==> config.mk <==
export PLATFORM = sky130hd
export DESIGN_NAME = scan_trigger_status
export DESIGN_NICKNAME = d
export VERILOG_FILES = /design/src/core/scan_pkg.sv /design/src/core/setup_mem.sv /design/src/core/event_arbiter.sv /design/src/core/scan_trigger_status.sv
export VERILOG_INCLUDE_DIRS = /design/src /design/src/core
export SDC_FILE = /design/constraint.sdc
export NUM_CORES = 1
export LEC_CHECK = 0
export BUFFER_PORTS_ARGS = -buffer_cell sky130_fd_sc_hd__buf_2
export CORE_MARGIN = 4
export CORE_UTILIZATION = 36
export DETAILED_ROUTE_END_ITERATION = 16
export PLACE_DENSITY = 0.64
export SLEW_MARGIN = 10
export SYNTH_ARGS = -nofsm -noshare
export SYNTH_HDL_FRONTEND = slang
export SYNTH_SLANG_ARGS = --single-unit
==> constraint.sdc <==
create_clock -name CLK -period 8.5 [get_ports CLK]
set_input_delay 0.425 -clock CLK [delete_from_list [all_inputs] [get_ports CLK]]
set_output_delay 0.425 -clock CLK [all_outputs]
set_load 0.005 [all_outputs]
==> src/core/scan_cfg.svh <==
// timing-free constants for the scan trigger and common status block
`ifndef SCAN_CFG_SVH
`define SCAN_CFG_SVH

// box that this logic scans for; other boxes only compete for the event input
`define LOCAL_BOX      2'h0
// reset values
`define RST_REPEAT     8'h01
`define RST_CHANNEL    8'h00
// highest save / recall slot
`define SLOT_LAST      4'h9
// standard event register bits
`define ESR_OPC_BIT    0
`define ESR_EXEC_BIT   4
// status byte bits
`define STB_ESB_BIT    5
`define STB_MSS_BIT    6
// fixed answers
`define OPC_ANSWER     8'h01
`define SELFTEST_PASS  8'h00
// saved setup word layout
`define SETUP_BITS     18
`define W_REPEAT       7:0
`define W_SOURCE       9:8
`define W_OUTEN        10
`define W_CONTINUOUS   11
`define W_MODE         13:12
`define W_PORT         17:14

`endif

==> src/core/scan_pkg.sv <==
// types shared by the scan trigger and common status block
package scan_pkg;

  // trigger source, also the short code returned by the source query
  typedef enum logic [1:0] {
    SRC_BUS,
    SRC_EXTERNAL,
    SRC_HOLD,
    SRC_IMMEDIATE
  } src_e;

  typedef enum logic [4:0] {
    CMD_NOP,
    CMD_SRC_SET,
    CMD_SRC_QUERY,
    CMD_TRIGGER_NOW,
    CMD_START_SCAN,
    CMD_ABORT,
    CMD_SCAN_LIST,
    CMD_REPEAT_SET,
    CMD_CONTINUOUS_SET,
    CMD_OUTEN_SET,
    CMD_MODE_SET,
    CMD_PORT_SET,
    CMD_RESET,
    CMD_TRG,
    CMD_OPC,
    CMD_OPC_QUERY,
    CMD_WAIT,
    CMD_CLS,
    CMD_ESE,
    CMD_ESE_QUERY,
    CMD_ESR_QUERY,
    CMD_SRE,
    CMD_SRE_QUERY,
    CMD_STB_QUERY,
    CMD_SAVE,
    CMD_RECALL,
    CMD_SELFTEST
  } cmd_e;

  typedef enum logic {
    SCAN_IDLE,
    SCAN_RUN
  } scan_state_e;

endpackage

==> src/core/setup_mem.sv <==
// ten-slot store for saved setups, registered read data
`include "scan_cfg.svh"
module setup_mem (
  input  wire logic                     clk,
  input  wire logic                     wr_en,
  input  wire logic [3:0]               wr_addr,
  input  wire logic [`SETUP_BITS-1:0]   wr_data,
  input  wire logic                     rd_en,
  input  wire logic [3:0]               rd_addr,
  output logic      [`SETUP_BITS-1:0]   rd_data_reg
);
  logic [`SETUP_BITS-1:0] mem [0:9];

  // no reset on the array: slot validity is tracked by the caller
  always_ff @(posedge clk) begin
    if (wr_en) begin
      mem[wr_addr] <= wr_data;
    end
  end

  always_ff @(posedge clk) begin
    if (rd_en) begin
      rd_data_reg <= mem[rd_addr];
    end
  end
endmodule

==> src/core/event_arbiter.sv <==
// ownership of the shared event input among the switchboxes
module event_arbiter (
  input  wire logic        clk,
  input  wire logic        reset,
  input  wire logic        req_valid,
  input  wire logic [1:0]  req_box,
  input  wire logic        req_want,
  output logic             grant,
  output logic             conflict,
  output logic             owned_reg,
  output logic [1:0]       owner_reg
);
  logic mine;

  assign mine     = owned_reg && (owner_reg == req_box);
  // first requester wins; a later one is refused while the owner holds it
  assign grant    = req_valid && req_want && (!owned_reg || mine);
  assign conflict = req_valid && req_want && owned_reg && !mine;

  always_ff @(posedge clk or posedge reset) begin
    if (reset) begin
      owned_reg <= 1'b0;
      owner_reg <= 2'h0;
    end else if (grant) begin
      owned_reg <= 1'b1;
      owner_reg <= req_box;
    end else if (req_valid && !req_want && mine) begin
      owned_reg <= 1'b0;
    end
  end
endmodule

==> src/core/scan_trigger_status.sv <==
// scan trigger control and common status commands for one switchbox
`include "scan_cfg.svh"

// Function
// - selecting a source only records it; scans start only on start command
// - immediate trigger command advances scan under bus or hold source
// - shared event input has one owner, first box to select it
// - owner keeps event input until it selects another source
// - selecting event input owned by another box raises an error
// - bus source accepts trigger command or group execute trigger
// - trigger command advances only while scanning with bus source
// - start closes first channel; each accepted trigger moves to next
// - source query returns one of four short codes
// - reset opens channels, drops list, repeat 1, immediate, continuous off
// - operation-complete command sets flag and event bit when idle
// - operation-complete query answers 1 once nothing is pending
// - wait command stalls all further commands until nothing pending
// - clear status clears event register and completion request flag
// - event status query returns register and clears it
// - service request mask loads, gates status byte, query returns it
// - event enable mask loads; its query and status byte query are harmless
// - save stores repeat, source, output enable, continuous, mode, port in 0-9
// - recall restores a saved setup from slot 0 to 9
module scan_trigger_status
  import scan_pkg::*;
(
  input  wire logic        CLK,
  input  wire logic        RESET,
  input  wire logic        CMD_VALID,
  output logic             CMD_READY,
  input  wire logic [4:0]  CMD_OP,
  input  wire logic [7:0]  CMD_ARG,
  input  wire logic [1:0]  CMD_BOX,
  input  wire logic        BUS_GET,
  input  wire logic        EVENT_IN,
  input  wire logic        OP_PENDING,
  output logic             RESP_VALID,
  output logic [7:0]       RESP_DATA,
  output logic             ERROR_PULSE,
  output logic [1:0]       TRIGGER_SOURCE,
  output logic [7:0]       REPEAT_COUNT,
  output logic             CONTINUOUS_MODE,
  output logic             TRIGOUT_ENABLE,
  output logic [1:0]       SCAN_MODE,
  output logic [3:0]       SCAN_PORT,
  output logic             SCAN_RUNNING,
  output logic [7:0]       CHANNEL_INDEX,
  output logic             CHANNEL_CLOSED,
  output logic             EVENT_OWNED,
  output logic [1:0]       EVENT_OWNER,
  output logic             SERVICE_REQUEST
);

  ////////////////////////////////////////////////////////////////////////////
  // command decode
  cmd_e                    op;
  logic                    fire;
  logic                    wait_reg;
  logic                    opq_reg;
  logic                    rcl_reg;
  logic                    opc_req_reg;
  logic                    slot_ok;
  logic [9:0]              slot_valid_reg;
  logic [`SETUP_BITS-1:0]  rd_data;
  logic [`SETUP_BITS-1:0]  cur_setup;

  function automatic logic is_cmd(input cmd_e o, input cmd_e want);
    is_cmd = (o == want);
  endfunction

  assign op        = cmd_e'(CMD_OP);
  // stalled while waiting on completion or while a recall reads its slot
  assign CMD_READY = !wait_reg && !opq_reg && !rcl_reg;
  assign fire      = CMD_VALID && CMD_READY;
  assign slot_ok   = CMD_ARG[3:0] <= `SLOT_LAST && CMD_ARG[7:4] == 4'h0;

  ////////////////////////////////////////////////////////////////////////////
  // settings
  src_e        src_reg;
  logic [7:0]  repeat_reg;
  logic        cont_reg;
  logic        outen_reg;
  logic [1:0]  mode_reg;
  logic [3:0]  port_reg;
  logic        rst_cmd;
  logic        rcl_apply;

  assign rst_cmd   = fire && is_cmd(op, CMD_RESET);
  assign rcl_apply = rcl_reg;
  assign cur_setup = {port_reg, mode_reg, cont_reg, outen_reg, src_reg, repeat_reg};

  // source requests go through the arbiter: command, recall or reset
  logic        req_valid;
  logic [1:0]  req_box;
  src_e        req_src;
  logic        grant;
  logic        conflict;

  always_comb begin
    req_valid = 1'b0;
    req_box   = `LOCAL_BOX;
    req_src   = SRC_IMMEDIATE;
    if (rst_cmd) begin
      req_valid = 1'b1;
    end else if (rcl_apply) begin
      req_valid = 1'b1;
      req_src   = src_e'(rd_data[`W_SOURCE]);
    end else if (fire && is_cmd(op, CMD_SRC_SET)) begin
      req_valid = 1'b1;
      req_box   = CMD_BOX;
      req_src   = src_e'(CMD_ARG[1:0]);
    end
  end

  event_arbiter u_arb (
    .clk       (CLK),
    .reset     (RESET),
    .req_valid (req_valid),
    .req_box   (req_box),
    .req_want  (req_src == SRC_EXTERNAL),
    .grant     (grant),
    .conflict  (conflict),
    .owned_reg (EVENT_OWNED),
    .owner_reg (EVENT_OWNER)
  );

  // a refused source request leaves the old source in place
  always_ff @(posedge CLK or posedge RESET) begin
    if (RESET) begin
      src_reg <= SRC_IMMEDIATE;
    end else if (req_valid && req_box == `LOCAL_BOX && !conflict) begin
      src_reg <= req_src;
    end
  end

  always_ff @(posedge CLK or posedge RESET) begin
    if (RESET) begin
      repeat_reg <= `RST_REPEAT;
      cont_reg   <= 1'b0;
      outen_reg  <= 1'b0;
      mode_reg   <= 2'h0;
      port_reg   <= 4'h0;
    end else if (rst_cmd) begin
      repeat_reg <= `RST_REPEAT;
      cont_reg   <= 1'b0;
    end else if (rcl_apply) begin
      repeat_reg <= rd_data[`W_REPEAT];
      cont_reg   <= rd_data[`W_CONTINUOUS];
      outen_reg  <= rd_data[`W_OUTEN];
      mode_reg   <= rd_data[`W_MODE];
      port_reg   <= rd_data[`W_PORT];
    end else if (fire) begin
      case (op)
        CMD_REPEAT_SET:     repeat_reg <= CMD_ARG;
        CMD_CONTINUOUS_SET: cont_reg   <= CMD_ARG[0];
        CMD_OUTEN_SET:      outen_reg  <= CMD_ARG[0];
        CMD_MODE_SET:       mode_reg   <= CMD_ARG[1:0];
        CMD_PORT_SET:       port_reg   <= CMD_ARG[3:0];
        default:            repeat_reg <= repeat_reg;
      endcase
    end
  end

  ////////////////////////////////////////////////////////////////////////////
  // save and recall
  logic sav_cmd;
  logic rcl_cmd;

  assign sav_cmd = fire && is_cmd(op, CMD_SAVE) && slot_ok;
  assign rcl_cmd = fire && is_cmd(op, CMD_RECALL) && slot_ok
                   && slot_valid_reg[CMD_ARG[3:0]];

  setup_mem u_mem (
    .clk         (CLK),
    .wr_en       (sav_cmd),
    .wr_addr     (CMD_ARG[3:0]),
    .wr_data     (cur_setup),
    .rd_en       (rcl_cmd),
    .rd_addr     (CMD_ARG[3:0]),
    .rd_data_reg (rd_data)
  );

  // recall applies one cycle later, once the slot word is out of the store
  always_ff @(posedge CLK or posedge RESET) begin
    if (RESET) begin
      rcl_reg        <= 1'b0;
      slot_valid_reg <= 10'h000;
    end else begin
      rcl_reg <= rcl_cmd;
      if (sav_cmd) begin
        slot_valid_reg[CMD_ARG[3:0]] <= 1'b1;
      end
    end
  end

  ////////////////////////////////////////////////////////////////////////////
  // scan engine
  scan_state_e state_reg;
  logic [7:0]  list_len_reg;
  logic [7:0]  chan_reg;
  logic [7:0]  left_reg;
  logic        trig_accept;
  logic        last_chan;

  // only the selected source counts, and only while a scan runs
  always_comb begin
    case (src_reg)
      SRC_BUS:       trig_accept = BUS_GET || (fire && (is_cmd(op, CMD_TRG)
                                   || is_cmd(op, CMD_TRIGGER_NOW)));
      SRC_EXTERNAL:  trig_accept = EVENT_IN && EVENT_OWNED
                                   && EVENT_OWNER == `LOCAL_BOX;
      SRC_HOLD:      trig_accept = fire && is_cmd(op, CMD_TRIGGER_NOW);
      SRC_IMMEDIATE: trig_accept = !OP_PENDING;
      default:       trig_accept = 1'b0;
    endcase
    trig_accept = trig_accept && state_reg == SCAN_RUN;
  end

  assign last_chan = (chan_reg == list_len_reg - 8'h01);

  always_ff @(posedge CLK or posedge RESET) begin
    if (RESET) begin
      list_len_reg <= 8'h00;
    end else if (rst_cmd) begin
      list_len_reg <= 8'h00;
    end else if (fire && is_cmd(op, CMD_SCAN_LIST)) begin
      list_len_reg <= CMD_ARG;
    end
  end

  // a repeat count of zero behaves as a single pass
  always_ff @(posedge CLK or posedge RESET) begin
    if (RESET) begin
      state_reg <= SCAN_IDLE;
      chan_reg  <= `RST_CHANNEL;
      left_reg  <= `RST_REPEAT;
    end else if (rst_cmd || (fire && is_cmd(op, CMD_ABORT))) begin
      state_reg <= SCAN_IDLE;
      chan_reg  <= `RST_CHANNEL;
    end else if (fire && is_cmd(op, CMD_START_SCAN) && list_len_reg != 8'h00) begin
      state_reg <= SCAN_RUN;
      chan_reg  <= `RST_CHANNEL;
      left_reg  <= repeat_reg;
    end else if (trig_accept) begin
      if (!last_chan) begin
        chan_reg <= chan_reg + 8'h01;
      end else if (cont_reg || left_reg > 8'h01) begin
        chan_reg <= `RST_CHANNEL;
        left_reg <= cont_reg ? left_reg : left_reg - 8'h01;
      end else begin
        state_reg <= SCAN_IDLE;
      end
    end
  end

  ////////////////////////////////////////////////////////////////////////////
  // status registers
  logic [7:0] esr_reg;
  logic [7:0] ese_reg;
  logic [7:0] sre_reg;
  logic [7:0] stb;
  logic [7:0] esr_set;
  logic       opc_done;
  logic       bad_slot;

  assign opc_done = opc_req_reg && !OP_PENDING;
  assign bad_slot = fire && (is_cmd(op, CMD_SAVE) || is_cmd(op, CMD_RECALL))
                    && !sav_cmd && !rcl_cmd;
  always_comb begin
    esr_set                = 8'h00;
    esr_set[`ESR_OPC_BIT]  = opc_done;
    esr_set[`ESR_EXEC_BIT] = conflict || bad_slot;
    stb                    = 8'h00;
    stb[`STB_ESB_BIT]      = |(esr_reg & ese_reg);
    stb[`STB_MSS_BIT]      = |(esr_reg & ese_reg) && sre_reg[`STB_ESB_BIT]; // no stb self-read
  end

  assign SERVICE_REQUEST = |(stb & sre_reg);

  // new events win over a read-clear or clear-status in the same cycle
  always_ff @(posedge CLK or posedge RESET) begin
    if (RESET) begin
      esr_reg <= 8'h00;
    end else if (fire && (is_cmd(op, CMD_ESR_QUERY) || is_cmd(op, CMD_CLS))) begin
      esr_reg <= esr_set;
    end else begin
      esr_reg <= esr_reg | esr_set;
    end
  end

  always_ff @(posedge CLK or posedge RESET) begin
    if (RESET) begin
      ese_reg <= 8'h00;
      sre_reg <= 8'h00;
    end else if (fire && is_cmd(op, CMD_ESE)) begin
      ese_reg <= CMD_ARG;
    end else if (fire && is_cmd(op, CMD_SRE)) begin
      sre_reg <= CMD_ARG;
    end
  end

  // completion tracking for the three completion commands
  always_ff @(posedge CLK or posedge RESET) begin
    if (RESET) begin
      opc_req_reg <= 1'b0;
      opq_reg     <= 1'b0;
      wait_reg    <= 1'b0;
    end else begin
      if (fire && is_cmd(op, CMD_OPC)) begin
        opc_req_reg <= 1'b1;
      end else if (opc_done || (fire && is_cmd(op, CMD_CLS))) begin
        opc_req_reg <= 1'b0;
      end
      opq_reg  <= (fire && is_cmd(op, CMD_OPC_QUERY)) || (opq_reg && OP_PENDING);
      wait_reg <= (fire && is_cmd(op, CMD_WAIT)) || (wait_reg && OP_PENDING);
    end
  end

  ////////////////////////////////////////////////////////////////////////////
  // answers
  always_ff @(posedge CLK or posedge RESET) begin
    if (RESET) begin
      RESP_VALID <= 1'b0;
      RESP_DATA  <= 8'h00;
    end else begin
      RESP_VALID <= 1'b1;
      if (opq_reg && !OP_PENDING) begin
        RESP_DATA <= `OPC_ANSWER;
      end else if (fire) begin
        case (op)
          CMD_SRC_QUERY: RESP_DATA <= {6'h00, src_reg};
          CMD_ESE_QUERY: RESP_DATA <= ese_reg;
          CMD_ESR_QUERY: RESP_DATA <= esr_reg;
          CMD_SRE_QUERY: RESP_DATA <= sre_reg;
          CMD_STB_QUERY: RESP_DATA <= stb;
          CMD_SELFTEST:  RESP_DATA <= `SELFTEST_PASS;
          default:       RESP_VALID <= 1'b0;
        endcase
      end else begin
        RESP_VALID <= 1'b0;
      end
    end
  end

  always_ff @(posedge CLK or posedge RESET) begin
    if (RESET) begin
      ERROR_PULSE <= 1'b0;
    end else begin
      ERROR_PULSE <= conflict || bad_slot;
    end
  end

  assign TRIGGER_SOURCE  = src_reg;
  assign REPEAT_COUNT    = repeat_reg;
  assign CONTINUOUS_MODE = cont_reg;
  assign TRIGOUT_ENABLE  = outen_reg;
  assign SCAN_MODE       = mode_reg;
  assign SCAN_PORT       = port_reg;
  assign SCAN_RUNNING    = state_reg == SCAN_RUN;
  assign CHANNEL_INDEX   = chan_reg;
  assign CHANNEL_CLOSED  = state_reg == SCAN_RUN;
endmodule

Word-level counts from Yosys, hierarchy flattened --
Memory sizes are Yosys's and may differ from the RTL's. A register that Yosys moved wholly into a read port is not among the register bits. Cells that the tools add are included.
Storage, ports and cells: flip-flop bits (word level) 94, RAM bits 180, bits of input ports 21, output and inout bits 43, word-level logic and storage cells 235, memories 1
Memories:
- u_mem.mem | depth 10, bits a word 18, rd ports 1, clocked after memory_dff 1, wr ports 1, RTL line setup_mem.sv:12 | logic [`SETUP_BITS-1:0] mem [0:9];
Operators by class: add/subtract/negate cells 3, order comparisons 4, equality and inequality tests 35, multiplexer cells 61, bitwise logic cells 7, reduce and logical (&&, ||, !) cells 101
Operators with widths (count):
- $mux 8 | 19
- $eq 5x5->1 const B | 11
- $pmux 8 s6 | 1
- $logic_and 1x1->1 | 45
- $eq 5x4->1 const B | 8
- $mux 1 | 26
- $reduce_bool 2->1 | 11
- $eq 5x3->1 const B | 4
- $mux 2 | 9
- $reduce_or 8->1 | 2
- $sub 8x1->8 const B | 2
- $reduce_bool 3->1 | 5
- $mux 4 | 3
- $reduce_and 3->1 | 4
- $logic_or 1x1->1 | 11
- $eq 5x2->1 const B | 2
- $logic_not 1->1 | 10
- $or 10x10->10 | 1
- $reduce_and 2->1 | 5
- $add 8x1->8 const B | 1
- $and 7x8->8 | 1
- $and 8x8->8 | 1
- $eq 8x8->1 | 1
- $gt 8x1->1 const B | 1
- other kinds (21) | 27

Logic depth before layout (Yosys ltp) --
Gate-level depths: netlist of run 1.
depth in word-level cells 15, mapped depth 10, depth with buffers taken out 9

Modules after synthesis --
From an unflattened synthesis of run 1, not the netlist that was laid out.
Unflattened totals: cell total of the unflattened synthesis 892, area total of the unflattened synthesis 12575.8 um^2
Modules (own cells, without submodules):
- setup_mem | times used 1, cells each 400, area each 7712.4 um^2, seq. area each 5945.7 um^2
- scan_trigger_status | times used 1, cells each 477, area each 4700.8 um^2, seq. area each 2132.0 um^2
- event_arbiter | times used 1, cells each 15, area each 162.7 um^2, seq. area each 75.1 um^2

Worst setup path after synthesis of run 1 --
No wires, ideal clock.
path kind flip-flop to flip-flop, start point reg rcl_reg, in the netlist rcl_apply, end point mem u_mem.mem[9][0] in the netlist's numbering (enable), library setup time 0.441 ns, arrival time 3.413 ns, required time 8.059 ns, path slack 4.646 ns, cell stages (with the launch flop) 6, path buffers 1, period minus slack after synthesis 3.854 ns, cell sequence dfrtp_1 or4b_2 clkbuf_1 nor3_1 nand2_1 nor4_1
Between the ends: word-level cells in the longest chain between the ends 7
Ends and longest elaborated chain:
- from (decl) | RTL line scan_trigger_status.sv:60 | logic rcl_reg;
- from (signal assigned) | RTL line scan_trigger_status.sv:189 | rcl_reg <= rcl_cmd;
- $logic_not 1->1 | RTL line scan_trigger_status.sv:73 | assign CMD_READY = !wait_reg && !opq_reg && !rcl_reg;
- $logic_and 1x1->1 | RTL line scan_trigger_status.sv:73
- $logic_and 1x1->1 | RTL line scan_trigger_status.sv:74 | assign fire = CMD_VALID && CMD_READY;
- $logic_and 1x1->1 (2 in series) | RTL line scan_trigger_status.sv:169 | assign sav_cmd = fire && is_cmd(op, CMD_SAVE) && slot_ok;
- $mux 1 | RTL line setup_mem.sv:16 | if (wr_en) begin
- $mux 1 (implied by the code) | RTL line setup_mem.sv:17 | mem[wr_addr] <= wr_data;
- to (decl) | RTL line setup_mem.sv:12
No other way between the ends.

Worst setup path after layout of run 1 --
start point reg wait_reg, end point mem u_mem.mem[1][6] in the netlist's numbering (enable)
Between the ends: word-level cells in the longest chain between the ends 8
Ends and longest elaborated chain:
- from (decl) | RTL line scan_trigger_status.sv:58 | logic wait_reg;
- from (signal assigned) | RTL line scan_trigger_status.sv:315 | wait_reg <= (fire && is_cmd(op, CMD_WAIT)) || (wait_reg && OP_PENDING);
- $logic_not 1->1 | RTL line scan_trigger_status.sv:73
- $logic_and 1x1->1 (2 in series) | RTL line scan_trigger_status.sv:73
- $logic_and 1x1->1 | RTL line scan_trigger_status.sv:74
- $logic_and 1x1->1 (2 in series) | RTL line scan_trigger_status.sv:169
- $mux 1 | RTL line setup_mem.sv:16
- $mux 1 (implied by the code) | RTL line setup_mem.sv:17
No other way between the ends.

==> results.cfg, run 1 <==
[run_status]
status = completed

[setup_path]
crit_path_end_kind = register
worstPathCellList = or4b_2 -> nor3_1 -> nand2_1 -> nor2_1 -> nand2_1 -> nor2_2
slowest_delay_ns = 0.83
critPathKind = register to register
crit_buf_inv = 0
cp.required_ns = 8.66
arrival_ns = 3.66
critPathTopFamily = simple AND/OR/NAND/NOR gates
cpMaxStageDelayCell = nor2_2
crit_path_frequent_cell = nand2_1
path_max_fanout = 18
critPathLaunchType = register

[final_layout]
largest_reg_flops = 180
area_delta_synth_final_pct = 15.9
num-nets-final = 939
layout_common_cells = edfxtp_1 (198), dfrtp_1 (84), buf_2 (62)
drive_gt1_frac = 0.235
diodes = 0
postLayoutCellArea_mm2 = 0.0142
final_common_cell = edfxtp_1

[die]
core_mm2 = 0.0336
start_util = 0.365
pin_count = 64
die_x_um = 193
die_h_um = 193
die-area_mm2 = 0.0371
rows = 67

[detailed_routing]
drtIter0Drc = 673
finalWirelength_um = 27600
drtAntennaViolNets = 0
wire_per_inst_um = 19.9
drc_errors = 0
vias = 7483
dr.pass1.iters = 5
viasPerCell = 5.40

[timing]
rsz0062_at_grt = false
tightestPinTransition_ns = 1.04
setup_slack_ns = 5.00
max_freq_ghz = 0.286
slew_viol_final = 0
setup_viol = 0
tns_ns = 0
min_period_over_period = 0.411
period_minus_slack_ns = 3.50
finalHoldViolations = 0
fin_skew_ns = 0.00917
slew_headroom = 0.306

[clocking]
root_buffer = clkbuf_16
post_cts_buffers = 0
clockBufferDepth = 3
cts_buffers = 30
postCtsResizedCells = 0
holdBufCountCts = 1
path_clk_slew_ns = 0.06
clock_latency_ns = 0.55
cts_tree = done
htreeDepth = 1
cts.sinks = 286

[grt]
grt_pass1_vias = 7438
grt_max_degree = 54
grt_pass1_wl_um = 42900
grt_use_total = 0.148
gr-total-overflow = 0
antenna_found_initial = 0

[synthesis]
ys_ff_latch = 286
synth_area_per_cell_um2 = 14.5
synth_area_leaders = edfxtp_1 (48%), dfrtp_1 (17%), mux4_2 (7.0%), mux2i_1 (2.1%), mux2_2 (1.9%)
synth.cell_area_mm2 = 0.0123
yosys.area.top_type_share = 0.485
ys.warnings.count = 0
syn_inst = 847
synth_seq_area_share = 0.664
synth_edf_count = 198
postSynth.asyncResetShare = 0.308
synth_fp_nets = 873
ys.flop_type = edfxtp_1
ys_types = 70
synth_top_area_cell = edfxtp_1

[placement]
placed_cell_area_mm2 = 0.0131
dpl.hpwl_um = 18100
globalplace.congestion = 0.829
dp_worst_setup_slack_ns = 4.99
port_buffers = 63

[power_and_ir_drop]
p_per_area_mw_per_mm2 = 247
power_mw = 3.51
p_leak_nw = 5.12
ir_drop_mv = 0.134

[min_path]
hold_path.class = primary input to register

[run]
maxCapViolCount = 0
## cell usage after synthesis (8+ instances only)
library cell	n
inv_1	15
nand2_1	57
nand3_1	17
a22o_1	12
nand2b_1	11
nor2b_1	30
o21ai_0	24
nor2_1	52
edfxtp_1	198
mux4_2	38
dfrtp_1	84
nor4_1	8
clkbuf_1	31
mux2_2	21
nor3_1	17
a31oi_1	9
a211oi_1	19
or2_2	12
mux2i_1	26
a21oi_1	38
## layout make-up
class,count,area (um2)
Fill cell,3038,19400
Clock buffer,38,852
Tap cell,448,561
Timing Repair Buffer,76,418
Sequential cell,286,8150
Multi-Input combinational cell,503,3910
Clock inverter,18,269
Inverter,16,61.3
## power by group
| group | internal [mW] | switching (mW) | total [mW] |
|---|---|---|---|
| Sequential | 1.60 | 0.126 | 1.73 |
| Clock | 0.917 | 0.529 | 1.45 |
| Combinational | 0.155 | 0.180 | 0.335 |
| Total | 2.67 | 0.836 | 3.51 |
## layer usage
| layer | routed length [um] | vias to the layer above | track usage | part of all wire |
|---|---|---|---|---|
| met4 | 519 | 0 | 0.0310 | 0.019 |
| met3 | 1580 | 50 | 0.0251 | 0.057 |
| met1 | 12700 | 3792 | 0.215 | 0.46 |
| met2 | 12900 | 222 | 0.234 | 0.47 |
| li1 | - | 3419 | - | - |
| met5 | 0 | - | 0 | 0 |
## worst paths after layout
kind	from	depth (start not counted)	slack (ns)	to
worst min-delay path	CMD_ARG[4]	3	0.21	list_len_reg[4]$_DFFE_PP0P_
min in group asynchronous	RESET	3	0.52	RESP_DATA[1]$_DFFE_PP0P_
worst max register to register	wait_reg$_DFF_PP0_	6	5.00	u_mem.mem[1][6]$_DFFE_PP_
max in group asynchronous	RESET	4	6.91	REPEAT_COUNT[3]$_DFFE_PP0P_
worst min register to register	u_mem.rd_data_reg[10]$_DFFE_PP_	2	0.46	TRIGOUT_ENABLE$_DFFE_PP0P_
worst max-delay path	wait_reg$_DFF_PP0_	6	5.00	u_mem.mem[1][6]$_DFFE_PP_
## logic make-up after synthesis
| family | Yosys count | share of synthesized area |
|---|---|---|
| adders and majority gates | 5 | 0.00510 |
| muxes | 85 | 0.110 |
| DFF | 286 | 0.664 |
| buffers and inverters | 58 | 0.0200 |
| and+or+nand+nor | 238 | 0.0999 |
| AOI/OAI and AO/OA | 165 | 0.0932 |
| xor gates and xnor gates | 10 | 0.00714 |
## metrics by stage
stage               hold WS (ns)  cells   util
CTS                        0.172   1385  0.423
floorplan                  0.426    847      -
finish                     0.213   1385  0.423
detailed placement         0.445   1328  0.389
global placement           0.441   1328  0.389
global route               0.209   1385  0.423
## tightest hold or removal path, cell delays in order
cell and delay [ns]:
buf_2 0.16, nand2_1 0.07, o21ai_0 0.06
No activity file was read; power rests on OpenSTA's default activity.
==> run 2: changes to the inputs <==
--- a/config.mk
+++ b/config.mk
@@ -6,11 +6,12 @@
 export SDC_FILE = /design/constraint.sdc
 export NUM_CORES = 1
 export LEC_CHECK = 0
+export ABC_AREA = 1
 export BUFFER_PORTS_ARGS = -buffer_cell sky130_fd_sc_hd__buf_2
 export CORE_MARGIN = 4
 export CORE_UTILIZATION = 36
 export DETAILED_ROUTE_END_ITERATION = 16
-export PLACE_DENSITY = 0.64
+export PLACE_DENSITY = 0.66
 export SLEW_MARGIN = 10
 export SYNTH_ARGS = -nofsm -noshare
 export SYNTH_HDL_FRONTEND = slang
==> constraint.sdc (replaced) <==
create_clock -name CLK -period 3.1 [get_ports CLK]
set_input_delay 0.155 -clock CLK [delete_from_list [all_inputs] [get_ports CLK]]
set_output_delay 0.155 -clock CLK [all_outputs]
set_load 0.005 [all_outputs]
==> run 2 against run 1 <==
Sequential share of layout area rose by 0.24 points. Flip-flop and latch count is the same. Non-clock buffer count rose by 22. Combinational power rose to 3.9 times the previous value. Register-to-register slack worse by 4.2 ns. Sequential power rose to 2.8 times the previous value. Synthesized area down 1.0%. Worst hold slack worse by 0.19 ns. Via count rose by 14%. Design area decreased by 0.41%. Critical path type unchanged. Critical endpoint is now CHANNEL_INDEX[5]$_DFFE_PP0P_. Largest power group unchanged. Highest routed layer unchanged.
==> results.cfg, run 2 <==
[synthesis]
yosys.cell_count.top_type = nand2_1
synth_area_per_cell_um2 = 11.2
synth_area_leaders = edfxtp_1 (49%), dfrtp_1 (17%), nand2_1 (7.4%), a22oi_1 (4.8%), o21ai_0 (2.8%)
synth_top_area_cell = edfxtp_1
postSynth.asyncResetShare = 0.308
syn_inst = 1081
synth_seq_area_share = 0.671
synth_edf_count = 198
ys.flop_type = edfxtp_1
ys_ff_latch = 286
synth.top_cells.by_count = nand2_1 (241), edfxtp_1 (198), nor2_1 (90)
ys.warnings.count = 0
synth.cell_area_mm2 = 0.0121
yosys.area.top_type_share = 0.490
ys_types = 46
synth_fp_nets = 1107

[detailed_routing]
drtIter0Drc = 869
drc_errors = 0
vias = 8501
wire_per_inst_um = 18.9
viasPerCell = 5.19
dr.pass1.iters = 5
drtAntennaViolNets = 0
finalWirelength_um = 31000

[clocking]
cts_tree = done
clock_latency_ns = 0.55
htreeDepth = 1
post_cts_buffers = 0
root_buffer = clkbuf_16
cts_buffers = 29
cts.sinks = 286
path_clk_slew_ns = 0.07
clockBufferDepth = 3
holdBufCountCts = 8
postCtsResizedCells = 0

[timing]
rsz0062_at_grt = false
setup_viol = 0
setup_slack_ns = 0.756
finalHoldViolations = 0
slew_headroom = 0.469
tns_ns = 0
tightestPinTransition_ns = 0.796
min_period_over_period = 0.756
fin_skew_ns = 0.0166
max_freq_ghz = 0.427
slew_viol_final = 0
period_minus_slack_ns = 2.34

[final_layout]
register_area_mm2 = 0.00815
num-nets-final = 1198
multi_input_area_mm2 = 0.00354
drive_gt1_frac = 0.156
fillers = 3082
area_delta_synth_final_pct = 16.6
postLayoutCellArea_mm2 = 0.0142
largest_reg_flops = 180
diodes = 0
layout_common_cells = nand2_1 (241), edfxtp_1 (198), dfrtp_1 (84)
final_common_cell = nand2_1

[power_and_ir_drop]
p_leak_nw = 5.67
p_int_mw = 7.03
switching_share = 0.279
seq_power_share = 0.504
p_comb_frac = 0.134
ir_drop_mv = 0.388
power_switching_mw = 2.72
clkPwrFrac = 0.362
p_per_area_mw_per_mm2 = 688

[die]
die-area_mm2 = 0.0367
rows = 66
pin_count = 64
start_util = 0.369
die_h_um = 192
die_x_um = 192
core_mm2 = 0.0329

[placement]
port_buffers = 63
globalplace.congestion = 0.920
dpl.hpwl_um = 20200
dp_worst_setup_slack_ns = 0.518
placed_cell_area_mm2 = 0.0131

[grt]
grt_pass1_wl_um = 48300
grt_use_total = 0.168
antenna_found_initial = 0
grt_pass1_vias = 8351
grt_max_degree = 48
gr-total-overflow = 0

[run]
maxCapViolCount = 0

[setup_path]
cp.required_ns = 3.52
crit_path_end_kind = register
critPathKind = register to register
cpMaxStageDelayCell = dfrtp_1
reg2reg_depth = 10
path_max_fanout = 21
critPathLaunchType = register
arrival_ns = 2.76
worstPathCellList = inv_1 -> nand2_1 -> nor2_1 -> nand4_1 -> nand2_2 -> inv_4 -> nor2_1 -> nand2_1 -> o21ai_4 -> o21ai_1
r2r_setup_slack_ns = 0.76
slowest_delay_ns = 0.42

[min_path]
whs_path_depth = 4
hold_path.class = primary input to register

[run_status]
status = completed
-- run 2: cell count changes after synthesis, sizes merged, moves of 14 or more --
cell and change:
a211oi -19, a22oi +73, inv +72, mux2 -21, mux2i -26, mux4 -38, nand2 +186, nand3 +14
nor2 +45, nor2b -30, o211ai +17, o21ai +53, o22ai +15
-- run 2: worst max-delay path: cells and delay by family, from the launching register on --
| kind | cells | cell delay (ns) |
|---|---|---|
| and+or+nand+nor | 6 | 0.98 |
| DFF | 1 | 0.42 |
| buffers and inverters | 2 | 0.27 |
| AOI/OAI and AO/OA | 2 | 0.54 |
-- run 2: worst paths after layout --
kind / start / endpoint
min in group asynchronous: RESET / CHANNEL_INDEX[4]$_DFFE_PP0P_
hold reg to reg: slot_valid_reg[5]$_DFFE_PP0N_ / slot_valid_reg[5]$_DFFE_PP0N_
hold / removal: CMD_OP[2] / wait_reg$_DFF_PP0_
setup / recovery: list_len_reg[2]$_DFFE_PP0P_ / CHANNEL_INDEX[5]$_DFFE_PP0P_
setup reg to reg: list_len_reg[2]$_DFFE_PP0P_ / CHANNEL_INDEX[5]$_DFFE_PP0P_
max in group asynchronous: RESET / TRIGGER_SOURCE[1]$_DFFE_PP1P_
-- run 2: cells by family (layout without fill, tap and decap cells) --
group / count (synthesis) / count (layout) / share of synthesized area
simple gates: 412 / 412 / 0.144
buf+inv: 126 / 240 / 0.0407
xor+xnor: 14 / 14 / 0.0124
compound gates: 238 / 238 / 0.126
flops: 286 / 286 / 0.671
fa+ha+maj: 5 / 5 / 0.00515
-- run 2: power groups by stage --
| stage | registers [mW] | clock network (mW) | logic, mW |
|---|---|---|---|
| after floorplan | 4.80 | 0 | 0.933 |
| after global placement | 4.98 | 0 | 1.28 |
| after detailed placement | 4.99 | 0 | 1.30 |
| after CTS | 4.91 | 3.56 | 1.32 |
| after global routing | 4.96 | 3.74 | 1.50 |
| final | 4.91 | 3.53 | 1.31 |
-- run 2: metrics by stage --
stage / util / hold WS, ns / power, mW / instances
6_report: 0.431 / 0.0247 / 9.75 / 1637
5_1_grt: 0.431 / 0.0287 / 10.2 / 1637
4_1_cts: 0.431 / 0.00622 / 9.79 / 1637
3_5_place_dp: 0.399 / 0.341 / 6.29 / 1575
3_3_place_gp: 0.399 / 0.335 / 6.26 / 1575
2_1_floorplan: - / 0.311 / 5.73 / 1081
-- run 2: area by class of cell --
| class | count | area share |
|---|---|---|
| clock buffers | 31 | 0.0518 |
| clock inverters | 23 | 0.0160 |
| repair buffers | 98 | 0.0440 |
| well taps | 442 | 0.0391 |
| flip-flops and latches | 286 | 0.576 |
| multi-input cells | 669 | 0.250 |
| inverters | 88 | 0.0236 |
-- run 2: layer usage --
metal / vias up / GRT usage / share of wire
li1: 4010 / - / -
met1: 4145 / 0.239 / 0.44
met2: 297 / 0.273 / 0.47
met3: 49 / 0.0269 / 0.061
met4: 0 / 0.0354 / 0.020
met5: - / 0 / 0
==> run 3: changes to the inputs <==
==> constraint.sdc (replaced) <==
create_clock -name CLK -period 1.95 [get_ports CLK]
set_input_delay 0.0975 -clock CLK [delete_from_list [all_inputs] [get_ports CLK]]
set_output_delay 0.0975 -clock CLK [all_outputs]
set_load 0.005 [all_outputs]
==> run 3 against run 2 <==
Critical path depth rose by 1. Largest cell class unchanged. Critical endpoint is now u_mem.mem[1][7]$_DFFE_PP_. Final cell count rose by 4.0%. Clock power rose by 49%. The run now ends with negative setup slack left. Global-route usage rose by 0.37 points. Via count rose by 3.6%. Wire length rose by 4.6%. Combinational power rose by 92%. Non-clock buffer count rose by 68. Flip-flop and latch count did not move. Count of clock-buffer cells in the layout rose by 7. Sequential share of layout area fell by 3.5 points. Worst setup slack got worse by 0.78 ns.
==> results.cfg, run 3 (synthesis results as in run 2) <==
[clocking]
root_buffer = clkbuf_16
path_clk_slew_ns = 0.06
cts.sinks = 286
htreeDepth = 1
cts_tree = done
clockBufferDepth = 3
clock_latency_ns = 0.56
cts_buffers = 28

[detailed_routing]
drtIter0Drc = 860
vias = 8810
dr.pass1.iters = 5
drtAntennaViolNets = 0
drc_errors = 0
wire_per_inst_um = 19.0
finalWirelength_um = 32400
viasPerCell = 5.18

[final_layout]
num-nets-final = 1265
layout_common_cells = nand2_1 (225), edfxtp_1 (198), dfrtp_1 (84)
largest_reg_flops = 180
area_delta_synth_final_pct = 24.1
fillers = 2994
diodes = 0
final_common_cell = nand2_1
drive_gt1_frac = 0.213
postLayoutCellArea_mm2 = 0.0151
fin_util = 0.458

[timing]
rsz0062_at_grt = true
tightestPinTransition_ns = 0.647
setup_slack_ns = -0.0204
tns_ns = -0.166
setup_viol = 13
max_freq_ghz = 0.507
slew_headroom = 0.569
finalHoldViolations = 0
slew_viol_final = 0
fin_skew_ns = 0.0207
whs_ns = 0.0551
min_period_over_period = 1.01
period_minus_slack_ns = 1.97

[grt]
antenna_found_initial = 0
grt_use_total = 0.171
grt_pass1_wl_um = 49600
gr-total-overflow = 0
grt_pass1_vias = 8771
grt_max_degree = 60

[power_and_ir_drop]
p_leak_nw = 6.09
p_per_area_mw_per_mm2 = 1030
ir_drop_mv = 0.743

[setup_path]
arrival_ns = 2.25
crit_path_end_kind = register
cp.required_ns = 2.23
cpMaxStageDelayCell = dfrtp_1
critPathLaunchType = register
slowest_delay_ns = 0.40
path_max_fanout = 5
worstPathCellList = inv_2 -> nand4_4 -> nor2_4 -> nand2_2 -> nor2_4 -> nand2_2 -> inv_4 -> nand2_4 -> nor3_4 -> buf_12 -> clkbuf_16
critPathKind = register to register

[placement]
globalplace.congestion = 0.899
placed_cell_area_mm2 = 0.0137
port_buffers = 63
dpl.hpwl_um = 20600

[die]
core_mm2 = 0.0329
rows = 66
start_util = 0.369
die_h_um = 192
pin_count = 64
die_x_um = 192
die-area_mm2 = 0.0367

[run_status]
violations = negative setup slack
status = finished, violations left

[run]
maxCapViolCount = 0

[min_path]
hold_path.class = primary input to register
==> run 3: cell types whose count changed in the layout (fill, tap and decap cells not counted), moves of 5 or more <==
| cell | before | now |
|---|---|---|
| buf_12 | 2 | 15 |
| buf_4 | 25 | 66 |
| buf_6 | 0 | 5 |
| clkbuf_1 | 2 | 7 |
| dlygate4sd3_1 | 8 | 13 |
| inv_1 | 81 | 76 |
| nand2_1 | 241 | 225 |
| nand2_2 | 2 | 15 |
| nor2_2 | 17 | 7 |
| nor2_4 | 0 | 13 |
==> run 3: power breakdown <==
part           internal, mW  total, mW  switching, mW  leakage (nW)
registers              7.13       7.70          0.578          2.91
logic                  1.01       2.52           1.50          2.74
clock network          3.02       5.26           2.24         0.440
==> run 3: layout make-up <==
class,count,area [um2],share of cell area
clock inverter,13,133,0.00880
inverter,88,339,0.0225
clock buffer,38,768,0.0510
multi-input combinational,669,3730,0.248
tap,442,553,0.0367
sequential,286,8150,0.541
timing repair buffer,166,1390,0.0921
==> run 3: what timing repair did <==
action | in CTS | in global routing
pin swaps | 1 | 13
cloned | 0 | 4
setup buffers | 1 | 12
endpoints found under the setup margin | 12 | 213
hold endpoints to repair | 110 | 0
gates resized for setup | 3 | 32
hold buffers | 13 | 0
==> run 3: critical path: cells and delay by family (launching register included) <==
kind                   cells  cell delay (ns)
and+or+nand+nor            7             0.81
DFF                        1             0.40
buffers and inverters      4             0.49
==> run 3: path summary, 6_finish.rpt <==
| kind | slack (ns) | from | end | depth (start not counted) |
|---|---|---|---|---|
| max | -0.02 | wait_reg$_DFF_PP0_ | u_mem.mem[1][7]$_DFFE_PP_ | 11 |
| max reg2reg | -0.02 | wait_reg$_DFF_PP0_ | u_mem.mem[1][7]$_DFFE_PP_ | 11 |
| min in group asynchronous | 0.19 | RESET | ese_reg[0]$_DFFE_PP0P_ | 4 |
| min | 0.06 | CMD_OP[0] | opq_reg$_DFF_PP0_ | 5 |
| min reg2reg | 0.46 | slot_valid_reg[4]$_DFFE_PP0N_ | slot_valid_reg[4]$_DFFE_PP0N_ | 2 |
| max in group asynchronous | 1.39 | RESET | TRIGGER_SOURCE[1]$_DFFE_PP1P_ | 4 |
==> run 3: per-layer routing <==
layer  share of wire  vias to the layer above  GRT usage
met5               0                        -          0
met2            0.48                      280      0.281
met4           0.025                        0     0.0467
met1            0.44                     4336      0.239
met3           0.060                       51     0.0267
li1                -                     4143          -
==> run 3: metrics by stage <==
stage	setup WS, ns	std cells	power, mW
finish	-0.0204	1702	15.5
CTS	0.00686	1686	15.5
global placement	-0.0289	1621	10.2
floorplan	-0.293	1081	9.13
detailed placement	-0.0499	1621	10.2
global route	-0.157	1702	16.3
